$ cat config.mk
export PLATFORM = sky130hd
export DESIGN_NAME = rxezo_irq
export DESIGN_NICKNAME = d
export VERILOG_FILES = /design/src/rtl/rxezo_pkg.sv /design/src/rtl/rxezo_irq.sv
export SDC_FILE = /design/constraint.sdc
export NUM_CORES = 1
export LEC_CHECK = 0
export BUFFER_PORTS_ARGS = -buffer_cell sky130_fd_sc_hd__buf_2
export CAP_MARGIN = 20
export CORE_ASPECT_RATIO = 0.75
export CORE_MARGIN = 2
export CORE_UTILIZATION = 48
export DETAILED_ROUTE_END_ITERATION = 12
export GPL_TIMING_DRIVEN = 0
export PLACE_DENSITY = 0.86
export SLEW_MARGIN = 20
export SYNTH_ARGS = -nofsm -noshare
export SYNTH_HDL_FRONTEND = slang
export SYNTH_SLANG_ARGS = --single-unit
$ cat constraint.sdc
create_clock -name clk -period 3.2 [get_ports clk]
set_input_delay 0 -clock clk [delete_from_list [all_inputs] [get_ports clk]]
set_output_delay 0 -clock clk [all_outputs]
set_load 0.01 [all_outputs]
$ cat src/rtl/rxezo_pkg.sv
// Register map, field layout, reset values and limits of the receive interrupt group
package rxezo_pkg;

    // Bus geometry
    localparam int unsigned ADDR_W    = 16;
    localparam int unsigned DATA_W    = 32;
    localparam int unsigned REG_W     = 8;
    localparam int unsigned IDX_W     = 14;

    // Register indices; the byte address is four times the index
    localparam logic [IDX_W-1:0] EZ_STATUS_IDX  = 14'h0B0E;
    localparam logic [IDX_W-1:0] EZ_ENABLE_IDX  = 14'h0B0F;
    localparam logic [IDX_W-1:0] LM_STATUS_IDX  = 14'h0B10;
    localparam logic [IDX_W-1:0] LM_ENABLE_IDX  = 14'h0B11;
    localparam logic [IDX_W-1:0] SUM_STATUS_IDX = 14'h0B20;
    localparam logic [IDX_W-1:0] SUM_CLEAR_IDX  = 14'h0B21;
    localparam logic [IDX_W-1:0] SUM_ENABLE_IDX = 14'h0B22;

    // Field positions in the documented registers
    localparam int unsigned ZERO_RUN_BIT = 0;
    localparam int unsigned LONG_MSG_BIT = 0;

    // Field positions in the summary status, clear and enable registers
    localparam int unsigned SUM_ZERO_RUN_BIT = 0;
    localparam int unsigned SUM_LONG_MSG_BIT = 1;

    // Reset values
    localparam logic [REG_W-1:0] EZ_STATUS_RST = 8'h00;
    localparam logic [REG_W-1:0] EZ_ENABLE_RST = 8'h00;
    localparam logic [REG_W-1:0] LM_STATUS_RST = 8'h00;
    localparam logic [REG_W-1:0] LM_ENABLE_RST = 8'h00;

    // Longest legal received message in bytes
    localparam int unsigned     MSG_MAX_BYTES = 276;
    localparam int unsigned     MSG_CNT_W     = 9;
    localparam logic [MSG_CNT_W-1:0] MSG_MAX_CNT = MSG_CNT_W'(MSG_MAX_BYTES);
    localparam logic [MSG_CNT_W-1:0] MSG_SAT_CNT = MSG_CNT_W'(MSG_MAX_BYTES + 1);

    // Bus responses
    localparam logic [1:0] RESP_OKAY   = 2'h0;
    localparam logic [1:0] RESP_DECERR = 2'h3;

endpackage : rxezo_pkg

$ cat src/rtl/rxezo_irq.sv
// Excessive-zero change and oversize-message interrupt group with AXI4-Lite register slave
//
// Behaviour
// Set zero-run change flag when excessive-zero detection begins.
// Also set zero-run change flag when excessive-zero detection ends.
// Zero-run change flag in bit 0, resets to 0, clears on register read.
// Flag 1 means event since previous read; 0 means none since then; a summary clear write with bit 0 set also zeroes the flag.
// Zero-run enable bit 0, reset 0, permits interrupt when 1, suppresses when 0.
// Raise oversize-message event when a controller 1 message exceeds 276 bytes.
// Oversize flag in bit 0, resets to 0, cleared by reading its register.
// Oversize enable: 0 disables, 1 enables interrupt; bit is read and write.
// Interrupt high while any flag set with matching enable; drops once cleared.
//
// The implementer's own choice: register access over AXI4-Lite.
`timescale 1ns/100ps

module rxezo_irq
    import rxezo_pkg::*;
(
    input  wire logic                         clk,
    input  wire logic                         rst,
    input  wire logic                         zero_run_detect,
    input  wire logic                         msg_byte_strobe,
    input  wire logic                         msg_end_strobe,
    output logic                              irq,
    input  wire logic [rxezo_pkg::ADDR_W-1:0] s_axi_awaddr,
    input  wire logic [2:0]                   s_axi_awprot,
    input  wire logic                         s_axi_awvalid,
    output logic                              s_axi_awready,
    input  wire logic [rxezo_pkg::DATA_W-1:0] s_axi_wdata,
    input  wire logic [3:0]                   s_axi_wstrb,
    input  wire logic                         s_axi_wvalid,
    output logic                              s_axi_wready,
    output logic [1:0]                        s_axi_bresp,
    output logic                              s_axi_bvalid,
    input  wire logic                         s_axi_bready,
    input  wire logic [rxezo_pkg::ADDR_W-1:0] s_axi_araddr,
    input  wire logic [2:0]                   s_axi_arprot,
    input  wire logic                         s_axi_arvalid,
    output logic                              s_axi_arready,
    output logic [rxezo_pkg::DATA_W-1:0]      s_axi_rdata,
    output logic [1:0]                        s_axi_rresp,
    output logic                              s_axi_rvalid,
    input  wire logic                         s_axi_rready
);
    import rxezo_pkg::*;

    ////////////////////////////////////////////////////////////////////////////////
    // Address decoding shared by both channels

    function automatic logic [IDX_W-1:0] reg_index(input logic [ADDR_W-1:0] addr);
        reg_index = addr[IDX_W+1:2];
    endfunction : reg_index

    function automatic logic hits(input logic [ADDR_W-1:0] addr, input logic [IDX_W-1:0] idx);
        hits = (addr[1:0] == 2'h0) && (reg_index(addr) == idx);
    endfunction : hits

    function automatic logic mapped(input logic [ADDR_W-1:0] addr);
        mapped = hits(addr, EZ_STATUS_IDX) || hits(addr, EZ_ENABLE_IDX)
              || hits(addr, LM_STATUS_IDX) || hits(addr, LM_ENABLE_IDX)
              || hits(addr, SUM_STATUS_IDX) || hits(addr, SUM_CLEAR_IDX)
              || hits(addr, SUM_ENABLE_IDX);
    endfunction : mapped

    ////////////////////////////////////////////////////////////////////////////////
    // State

    logic                  zero_run_change_flag_reg;
    logic                  zero_run_change_flag_next;
    logic                  zero_run_change_irq_en_reg;
    logic                  zero_run_change_irq_en_next;
    logic                  long_msg_flag_ctl1_reg;
    logic                  long_msg_flag_ctl1_next;
    logic                  long_msg_irq_en_ctl1_reg;
    logic                  long_msg_irq_en_ctl1_next;
    logic                  zero_run_prev_reg;
    logic [MSG_CNT_W-1:0]  msg_cnt_reg;
    logic [MSG_CNT_W-1:0]  msg_cnt_next;

    // Write halves wait here until both have arrived
    logic                  aw_held_reg;
    logic [ADDR_W-1:0]     aw_addr_reg;
    logic                  w_held_reg;
    logic [DATA_W-1:0]     w_data_reg;
    logic                  w_lane0_reg;
    logic                  bvalid_reg;
    logic [1:0]            bresp_reg;
    logic                  rvalid_reg;
    logic [DATA_W-1:0]     rdata_reg;
    logic [1:0]            rresp_reg;

    ////////////////////////////////////////////////////////////////////////////////
    // Bus handshakes

    wire aw_take  = s_axi_awvalid && s_axi_awready;
    wire w_take   = s_axi_wvalid && s_axi_wready;
    wire ar_take  = s_axi_arvalid && s_axi_arready;
    wire wr_fire  = aw_held_reg && w_held_reg;

    // Readies stay low while a response waits, so one write at most is in flight
    assign s_axi_awready = !aw_held_reg && !bvalid_reg;
    assign s_axi_wready  = !w_held_reg && !bvalid_reg;
    assign s_axi_arready = !rvalid_reg;
    assign s_axi_bvalid  = bvalid_reg;
    assign s_axi_bresp   = bresp_reg;
    assign s_axi_rvalid  = rvalid_reg;
    assign s_axi_rdata   = rdata_reg;
    assign s_axi_rresp   = rresp_reg;

    // Writes only act on byte lane 0 since every register is eight bits wide
    wire wr_ok       = wr_fire && w_lane0_reg;
    wire wr_ez_en    = wr_ok && hits(aw_addr_reg, EZ_ENABLE_IDX);
    wire wr_lm_en    = wr_ok && hits(aw_addr_reg, LM_ENABLE_IDX);
    wire wr_sum_en   = wr_ok && hits(aw_addr_reg, SUM_ENABLE_IDX);
    wire wr_sum_clr  = wr_ok && hits(aw_addr_reg, SUM_CLEAR_IDX);
    wire wr_mapped   = mapped(aw_addr_reg);

    // Read address decode, shared by the clear strobes and the data mux
    wire rd_hit_ez_st  = hits(s_axi_araddr, EZ_STATUS_IDX);
    wire rd_hit_ez_en  = hits(s_axi_araddr, EZ_ENABLE_IDX);
    wire rd_hit_lm_st  = hits(s_axi_araddr, LM_STATUS_IDX);
    wire rd_hit_lm_en  = hits(s_axi_araddr, LM_ENABLE_IDX);
    wire rd_hit_sum_st = hits(s_axi_araddr, SUM_STATUS_IDX);
    wire rd_hit_sum_en = hits(s_axi_araddr, SUM_ENABLE_IDX);

    // read clears flag
    wire rd_ez_clr   = ar_take && rd_hit_ez_st;
    // read clears flag
    wire rd_lm_clr   = ar_take && rd_hit_lm_st;

    wire clr_ez      = rd_ez_clr || (wr_sum_clr && w_data_reg[SUM_ZERO_RUN_BIT]);
    wire clr_lm      = rd_lm_clr || (wr_sum_clr && w_data_reg[SUM_LONG_MSG_BIT]);

    ////////////////////////////////////////////////////////////////////////////////
    // Event detection

    // either edge of detection
    wire zero_run_event = zero_run_detect ^ zero_run_prev_reg;

    // fires on byte 277 only
    wire long_msg_event = msg_byte_strobe && (msg_cnt_reg == MSG_MAX_CNT);

    // Counter saturates so a very long message raises a single event
    always_comb
    begin
        msg_cnt_next = msg_cnt_reg;
        if (msg_end_strobe)
        begin
            msg_cnt_next = '0;
        end
        else if (msg_byte_strobe && (msg_cnt_reg != MSG_SAT_CNT))
        begin
            msg_cnt_next = msg_cnt_reg + MSG_CNT_W'(1);
        end
    end

    ////////////////////////////////////////////////////////////////////////////////
    // Flag and enable next state

    // set beats a same-cycle clear so no event is lost
    assign zero_run_change_flag_next = (zero_run_change_flag_reg && !clr_ez) || zero_run_event;
    assign long_msg_flag_ctl1_next   = (long_msg_flag_ctl1_reg && !clr_lm) || long_msg_event;

    // enable bit written by software
    assign zero_run_change_irq_en_next = wr_ez_en  ? w_data_reg[ZERO_RUN_BIT] :
                                         wr_sum_en ? w_data_reg[SUM_ZERO_RUN_BIT] :
                                                     zero_run_change_irq_en_reg;
    // enable bit written by software
    assign long_msg_irq_en_ctl1_next   = wr_lm_en  ? w_data_reg[LONG_MSG_BIT] :
                                         wr_sum_en ? w_data_reg[SUM_LONG_MSG_BIT] :
                                                     long_msg_irq_en_ctl1_reg;

    // level output, gated by enables
    assign irq = (zero_run_change_flag_reg && zero_run_change_irq_en_reg)
              || (long_msg_flag_ctl1_reg && long_msg_irq_en_ctl1_reg);

    ////////////////////////////////////////////////////////////////////////////////
    // Read data selection

    wire [REG_W-1:0] ez_status_val  = REG_W'(zero_run_change_flag_reg)   << ZERO_RUN_BIT;
    wire [REG_W-1:0] ez_enable_val  = REG_W'(zero_run_change_irq_en_reg) << ZERO_RUN_BIT;
    wire [REG_W-1:0] lm_status_val  = REG_W'(long_msg_flag_ctl1_reg)     << LONG_MSG_BIT;
    wire [REG_W-1:0] lm_enable_val  = REG_W'(long_msg_irq_en_ctl1_reg)   << LONG_MSG_BIT;
    wire [REG_W-1:0] sum_status_val = (REG_W'(zero_run_change_flag_reg) << SUM_ZERO_RUN_BIT)
                                    | (REG_W'(long_msg_flag_ctl1_reg)   << SUM_LONG_MSG_BIT);
    wire [REG_W-1:0] sum_enable_val = (REG_W'(zero_run_change_irq_en_reg) << SUM_ZERO_RUN_BIT)
                                    | (REG_W'(long_msg_irq_en_ctl1_reg)   << SUM_LONG_MSG_BIT);

    // Clear register is write-only and reads as zero
    wire [REG_W-1:0] rd_val = rd_hit_ez_st  ? ez_status_val  :
                              rd_hit_ez_en  ? ez_enable_val  :
                              rd_hit_lm_st  ? lm_status_val  :
                              rd_hit_lm_en  ? lm_enable_val  :
                              rd_hit_sum_st ? sum_status_val :
                              rd_hit_sum_en ? sum_enable_val :
                                              '0;
    // Unaligned or unmapped reads get a decode error and zero data
    wire [1:0] rd_resp = mapped(s_axi_araddr) ? RESP_OKAY : RESP_DECERR;

    ////////////////////////////////////////////////////////////////////////////////
    // Interrupt group registers

    // Status flags
    always_ff @(posedge clk)
    begin
        if (rst)
        begin
            zero_run_change_flag_reg <= EZ_STATUS_RST[ZERO_RUN_BIT];
            long_msg_flag_ctl1_reg   <= LM_STATUS_RST[LONG_MSG_BIT];
        end
        else
        begin
            zero_run_change_flag_reg <= zero_run_change_flag_next;
            long_msg_flag_ctl1_reg   <= long_msg_flag_ctl1_next;
        end
    end

    // Enable bits
    always_ff @(posedge clk)
    begin
        if (rst)
        begin
            zero_run_change_irq_en_reg <= EZ_ENABLE_RST[ZERO_RUN_BIT];
            long_msg_irq_en_ctl1_reg   <= LM_ENABLE_RST[LONG_MSG_BIT];
        end
        else
        begin
            zero_run_change_irq_en_reg <= zero_run_change_irq_en_next;
            long_msg_irq_en_ctl1_reg   <= long_msg_irq_en_ctl1_next;
        end
    end

    // Detector history resets to the idle level, so no false edge follows reset
    always_ff @(posedge clk)
    begin
        if (rst)
        begin
            zero_run_prev_reg <= 1'b0;
            msg_cnt_reg       <= '0;
        end
        else
        begin
            zero_run_prev_reg <= zero_run_detect;
            msg_cnt_reg       <= msg_cnt_next;
        end
    end

    ////////////////////////////////////////////////////////////////////////////////
    // Write channel: address and data taken in either order, response after both

    // Address half
    always_ff @(posedge clk)
    begin
        if (rst)
        begin
            aw_held_reg <= 1'b0;
            aw_addr_reg <= '0;
        end
        else if (aw_take)
        begin
            aw_held_reg <= 1'b1;
            aw_addr_reg <= s_axi_awaddr;
        end
        else if (wr_fire)
        begin
            aw_held_reg <= 1'b0;
        end
    end

    // Data half
    always_ff @(posedge clk)
    begin
        if (rst)
        begin
            w_held_reg  <= 1'b0;
            w_data_reg  <= '0;
            w_lane0_reg <= 1'b0;
        end
        else if (w_take)
        begin
            w_held_reg  <= 1'b1;
            w_data_reg  <= s_axi_wdata;
            w_lane0_reg <= s_axi_wstrb[0];
        end
        else if (wr_fire)
        begin
            w_held_reg <= 1'b0;
        end
    end

    // Response; a bready with nothing pending leaves bvalid low anyway
    always_ff @(posedge clk)
    begin
        if (rst)
        begin
            bvalid_reg <= 1'b0;
            bresp_reg  <= RESP_OKAY;
        end
        else if (wr_fire)
        begin
            bvalid_reg <= 1'b1;
            bresp_reg  <= wr_mapped ? RESP_OKAY : RESP_DECERR;
        end
        else if (s_axi_bready)
        begin
            bvalid_reg <= 1'b0;
        end
    end

    ////////////////////////////////////////////////////////////////////////////////
    // Read channel: data captured at the address handshake, when the flag clears

    // Read valid
    always_ff @(posedge clk)
    begin
        if (rst)
        begin
            rvalid_reg <= 1'b0;
        end
        else if (ar_take)
        begin
            rvalid_reg <= 1'b1;
        end
        else if (s_axi_rready)
        begin
            rvalid_reg <= 1'b0;
        end
    end

    // Read data and response, held until the next address is taken
    always_ff @(posedge clk)
    begin
        if (rst)
        begin
            rdata_reg <= '0;
            rresp_reg <= RESP_OKAY;
        end
        else if (ar_take)
        begin
            rdata_reg <= DATA_W'(rd_val);
            rresp_reg <= rd_resp;
        end
    end

endmodule : rxezo_irq

==> flow_summary.ini, run 1 <==
[clock_network]
cts_tree = done
cts.path.max_buffers = 2
htree_levels = 2
cts-resized-gates = 0
clk_pin_slew_ns = 0.07
numClockSinks = 41
clockRootBuffer = clkbuf_8
clk_latency_ns = 0.30
cts_inserted_buffers = 5

[status]
outcome = completed

[place]
hpwl_um = 3630
portBuffers = 56
pre_cts_ws_ns = 1.32
dp.cells = 411
gp_congestion = 0.857

[route]
dr.first_iter.drc_count = 114
wl_per_cell_um = 11.2
ant_nets = 0
drc = 0
routed_wl_um = 4940
vias = 2117
viasPerCell = 4.81
first_pass_iters = 4

[timing]
final.min_clock_period_ns = 1.89
clock.fmax_mhz = 529
finalSetupTns_ns = 0
finalCritPeriodShare_pct = 59.1
setup_ws_ns = 1.31
rsz0062_at_grt = false
skew_ns = 0.00832
timing.hold.ws_ns = 0.00767
worst_pin_slew_ns = 0.637
setup_violations = 0
slew_headroom_pct = 57.4
final_max_slew_viol_count = 0
hold_viol = 0

[final_layout]
syn_to_final_growth_pct = 34.4
layout-drive-gt1-share_pct = 26.9
num_antenna_cells = 0
final_common_cell = buf_2
final_nets = 470
multi_input_area_um2 = 1210
largest_reg_flops = 16
nFillCells = 386
stdcell_count = 440
final_cell_mix = buf_2, dfxtp_1, nand2_1
seq_area_um2 = 821

[global_routing]
met2_usage_pct = 32.3
antenna_found_initial = 0
grt_pass1_vias = 1911
grt_max_degree = 12
grt-busiest-layer = met2
grt_pass1_wl_um = 8110
met1_usage_pct = 25.3
use_met3_pct = 3.18
gr-total-overflow = 0
grt.total_usage_pct = 19.6

[power]
p_leak_nw = 1.35
max-vdd-ir-drop_mv = 0.245
power.density_nw_per_um2 = 373

[setup_path]
end_kind = register
arrival_ns = 2.06
r2r-start = aw_addr_reg[0]
cp_num_buf_inv = 0
worstPathMaxFanout = 5
critPathMaxStageDelay_ns = 0.54
worst_path_max_delay_cell = or4_4
worstPathRequired_ns = 3.37
criticalPathCategory = reg -> reg
cp_top_family = simple AND/OR/NAND/NOR gates
start_kind = register
crit_start = aw_addr_reg[0]
cp_cell_sequence = or4_4 -> or3_4 -> o41ai_1 -> a21oi_1

[die]
core_area_um2 = 4470
ioPinCount = 126
die_w_um = 82.7
die_y_um = 63.0
initial_utilization_pct = 49.9
die-area_um2 = 5210
num_rows = 21

[min_path]
hp-class = in -> reg
min-delay-start = msg_byte_strobe

[yosys]
synth_area_um2 = 2230
ys_types = 54
async_reset_ff_share_pct = 0
synth.avg_cell_area_um2 = 8.28
synth-seq-area-share_pct = 36.9
ys_ff_latch = 41
synth_edf_count = 0
ys_warn_count = 0
synthCells = 269
synth_flop_cell = dfxtp_1

[run]
drv_cap = 0
==> synthesized netlist by cell type, types with 3 or more instances <==
cell / n / area, µm²
nor2b_1: 3 / 18.8
inv_1: 11 / 41.3
xnor2_1: 4 / 35.0
a21oi_1: 28 / 140
ha_1: 3 / 37.5
buf_4: 32 / 240
nand2_1: 37 / 139
nand2b_1: 9 / 56.3
nor2_1: 20 / 75.1
nand4_1: 4 / 25.0
o41ai_1: 3 / 26.3
or2_2: 4 / 25.0
mux2i_1: 5 / 50.1
nand3_1: 5 / 25.0
clkbuf_1: 5 / 18.8
xor2_1: 5 / 43.8
nor4_1: 3 / 18.8
dfxtp_1: 41 / 821
o21ai_0: 4 / 20.0
==> layout make-up <==
cell class | count | area share, %
multi-input combinational | 207 | 40.3
sequential | 41 | 27.4
timing repair buffer | 78 | 16.7
buffer | 39 | 8.90
clock buffer | 7 | 2.88
tap | 57 | 2.38
inverter | 11 | 1.38
==> final timing paths <==
path,endpoint,slack [ns],cells after the start
max reg2reg,zero_run_change_irq_en_reg,1.31,4
max,zero_run_change_irq_en_reg,1.31,4
min reg2reg,aw_addr_reg[15],0.45,2
min,msg_cnt_reg[3],0.008,2
==> where the power goes <==
group          switching, W  internal [W]
Clock              0.000170      0.000171
Combinational      0.000106      0.000112
Sequential        0.0000227      0.000535
Total              0.000298      0.000818
==> cell families after synthesis <==
| kind of cell | Yosys count | synth area share [%] |
|---|---|---|
| AOI/OAI and AO/OA | 54 | 15.6 |
| xor gates and xnor gates | 9 | 3.54 |
| adders and majority gates | 3 | 1.69 |
| buffers and inverters | 50 | 13.8 |
| DFF | 41 | 36.9 |
| muxes | 5 | 2.25 |
| other | 1 | 0.168 |
| and+or+nand+nor | 106 | 26.1 |
==> timing repair <==
action                    4_1_cts  5_1_grt
hold endpoints to repair       22        0
setup buffers                   0        0
hold buffers                   22        0
==> per-stage QoR <==
step / power (W) / cell area [µm²] / utilization, %
floorplan: 0.000699 / 2340 / -
global placement: 0.000757 / 2690 / 60.2
detailed placement: 0.000762 / 2690 / 60.2
CTS: 0.00112 / 2990 / 67.0
global route: 0.00117 / 2990 / 67.0
finish: 0.00112 / 2990 / 67.0
==> metal layers <==
metal	up-vias	wire (µm)	part of all wire (%)
met1	942	2300	47
met5	-	0	0
li1	1098	-	-
met3	10	275	5.6
met2	67	2280	46
met4	0	88	1.8
No activity file was read; power rests on OpenSTA's default activity.
==> inputs of run 2 (changes only) <==
--- a/config.mk
+++ b/config.mk
@@ -9,10 +9,10 @@
 export CAP_MARGIN = 20
 export CORE_ASPECT_RATIO = 0.75
 export CORE_MARGIN = 2
-export CORE_UTILIZATION = 48
+export CORE_UTILIZATION = 44
 export DETAILED_ROUTE_END_ITERATION = 12
 export GPL_TIMING_DRIVEN = 0
-export PLACE_DENSITY = 0.86
+export PLACE_DENSITY = 0.8
 export SLEW_MARGIN = 20
 export SYNTH_ARGS = -nofsm -noshare
 export SYNTH_HDL_FRONTEND = slang
==> constraint.sdc (replaced) <==
create_clock -name clk -period 1.8 [get_ports clk]
set_input_delay 0 -clock clk [delete_from_list [all_inputs] [get_ports clk]]
set_output_delay 0 -clock clk [all_outputs]
set_load 0.01 [all_outputs]
==> run 2 against run 1 <==
  * The run now ends with negative setup slack left
  * First-iteration DRC count rose by 23%
  * Register-to-register slack worse by 1.4 ns
  * Sequential power rose by 78%
  * Die area up 8.6%
  * Critical path type unchanged
  * Largest cell class unchanged
  * Global-route usage is 1.5 points lower
  * Combinational power rose by 81%
  * Sequential share of layout area shrank 0.62 points
  * Hold slack improved by 0.029 ns
  * Flip-flop and latch count unchanged
  * Final area grew 2.5%
==> flow_summary.ini, run 2 (same netlist as run 1, synthesis figures left out) <==
[status]
outcome = finished with violations
violations = negative setup slack

[power]
total_power_w = 0.00200
p_leak_nw = 1.38
max-vdd-ir-drop_mv = 0.314
power.density_nw_per_um2 = 651

[setup_path]
r2r-start = aw_addr_reg[0]
critPathMaxStageDelay_ns = 0.53
worstPathRequired_ns = 1.96
end_kind = register
cp_cell_sequence = or4_4 -> or3_4 -> o41ai_4 -> a21oi_1
reg2reg_setup_slack_ns = -0.07
worst_path_max_delay_cell = or4_4
worstPathMaxFanout = 5
r2r-end = zero_run_change_irq_en_reg
start_kind = register
arrival_ns = 2.03
r2r_cells = 4
criticalPathCategory = reg -> reg

[global_routing]
antenna_found_initial = 0
grt.total_usage_pct = 18.1
grt_max_degree = 15
gr-total-overflow = 0
grt_pass1_wl_um = 8210
grt_pass1_vias = 1880

[final_layout]
nFillCells = 424
num_antenna_cells = 0
final_common_cell = buf_2
final_cell_mix = buf_2, dfxtp_1, nand2_1
largest_reg_flops = 16
final_nets = 472
fin_util_pct = 63.0
syn_to_final_growth_pct = 37.8
final_cell_area_um2 = 3070
layout-drive-gt1-share_pct = 28.8

[min_path]
min-delay-start = rst
hp-class = in -> reg
holdPathEnd = zero_run_change_flag_reg
whs_path_depth = 4

[timing]
setup_ws_ns = -0.0680
hold_viol = 0
clock.fmax_mhz = 535
timing.hold.ws_ns = 0.0371
final.min_clock_period_ns = 1.87
slew_headroom_pct = 55.2
setup_violations = 4
final_max_slew_viol_count = 0
skew_ns = 0.00887
worst_pin_slew_ns = 0.670
finalCritPeriodShare_pct = 104
rsz0062_at_grt = true
finalSetupTns_ns = -0.138

[route]
vias = 2122
ant_nets = 0
routed_wl_um = 5060
viasPerCell = 4.76
drc = 0
dr.first_iter.drc_count = 140
wl_per_cell_um = 11.3
first_pass_iters = 4

[clock_network]
cts.path.max_buffers = 2
clockRootBuffer = clkbuf_8
numClockSinks = 41
htree_levels = 2
cts_tree = done
clk_latency_ns = 0.30
cts_inserted_buffers = 5
clk_pin_slew_ns = 0.08

[place]
gp_congestion = 0.848
portBuffers = 56
hpwl_um = 3760
placed_cell_area_um2 = 2690

[die]
die_w_um = 86.2
core_area_um2 = 4870
die-area_um2 = 5650
ioPinCount = 126
initial_utilization_pct = 45.7
die_y_um = 65.6
num_rows = 22

[run]
drv_cap = 0
## run 2: final cells by class
class / count / area [µm²] / share of cell area [%]
tap: 60 / 75.1 / 2.45
sequential: 41 / 822 / 26.8
buffer: 39 / 268 / 8.73
clock inverter: 3 / 22.5 / 0.734
timing repair buffer: 80 / 518 / 16.9
clock buffer: 5 / 68.8 / 2.24
multi-input combinational: 207 / 1250 / 40.8
inverter: 11 / 41.3 / 1.35
## run 2: critical path, delay by kind of cell, from the launching register on
family,cells,cell delay [ns]
and+or+nand+nor,2,0.96
DFF,1,0.33
AOI/OAI and AO/OA,2,0.44
## run 2: timing repair
action,CTS,global route
pin swaps,2,0
gates resized for setup,3,5
endpoints found under the hold margin,23,0
endpoints found under the setup margin,4,10
setup buffers,0,1
hold buffers,23,0
## run 2: stage by stage
| step | instances | worst slack, ns |
|---|---|---|
| 2_1_floorplan | 298 | 0.0357 |
| 3_3_place_gp | 414 | -0.0360 |
| 3_5_place_dp | 414 | -0.0573 |
| 4_1_cts | 445 | -0.0339 |
| 5_1_grt | 446 | -0.129 |
| 6_report | 446 | -0.0680 |
## run 2: worst max path at each step
stage	from	endpoint	slack [ns]	cells past startpoint
3_3_place_gp	aw_addr_reg[0]	long_msg_irq_en_ctl1_reg	-0.04	4
4_1_cts	aw_addr_reg[0]	zero_run_change_irq_en_reg	-0.03	4
2_1_floorplan	aw_addr_reg[0]	long_msg_irq_en_ctl1_reg	0.04	4
6_report	aw_addr_reg[0]	zero_run_change_irq_en_reg	-0.07	4
3_5_place_dp	aw_addr_reg[0]	long_msg_irq_en_ctl1_reg	-0.06	4
5_1_grt	aw_addr_reg[0]	zero_run_change_irq_en_reg	-0.13	4
## run 2: metal layers
metal / global-route usage [%] / share of wire [%]
met3: 4.52 / 6.1
met5: 0 / 0
met2: 29.7 / 46
met1: 23.8 / 47
met4: 4.56 / 0.91
## run 2: power by group
part / internal (W) / switching (W) / leakage, nW
logic: 0.000203 / 0.000191 / 0.991
registers: 0.000950 / 0.0000404 / 0.336
clock network: 0.000275 / 0.000338 / 0.0481
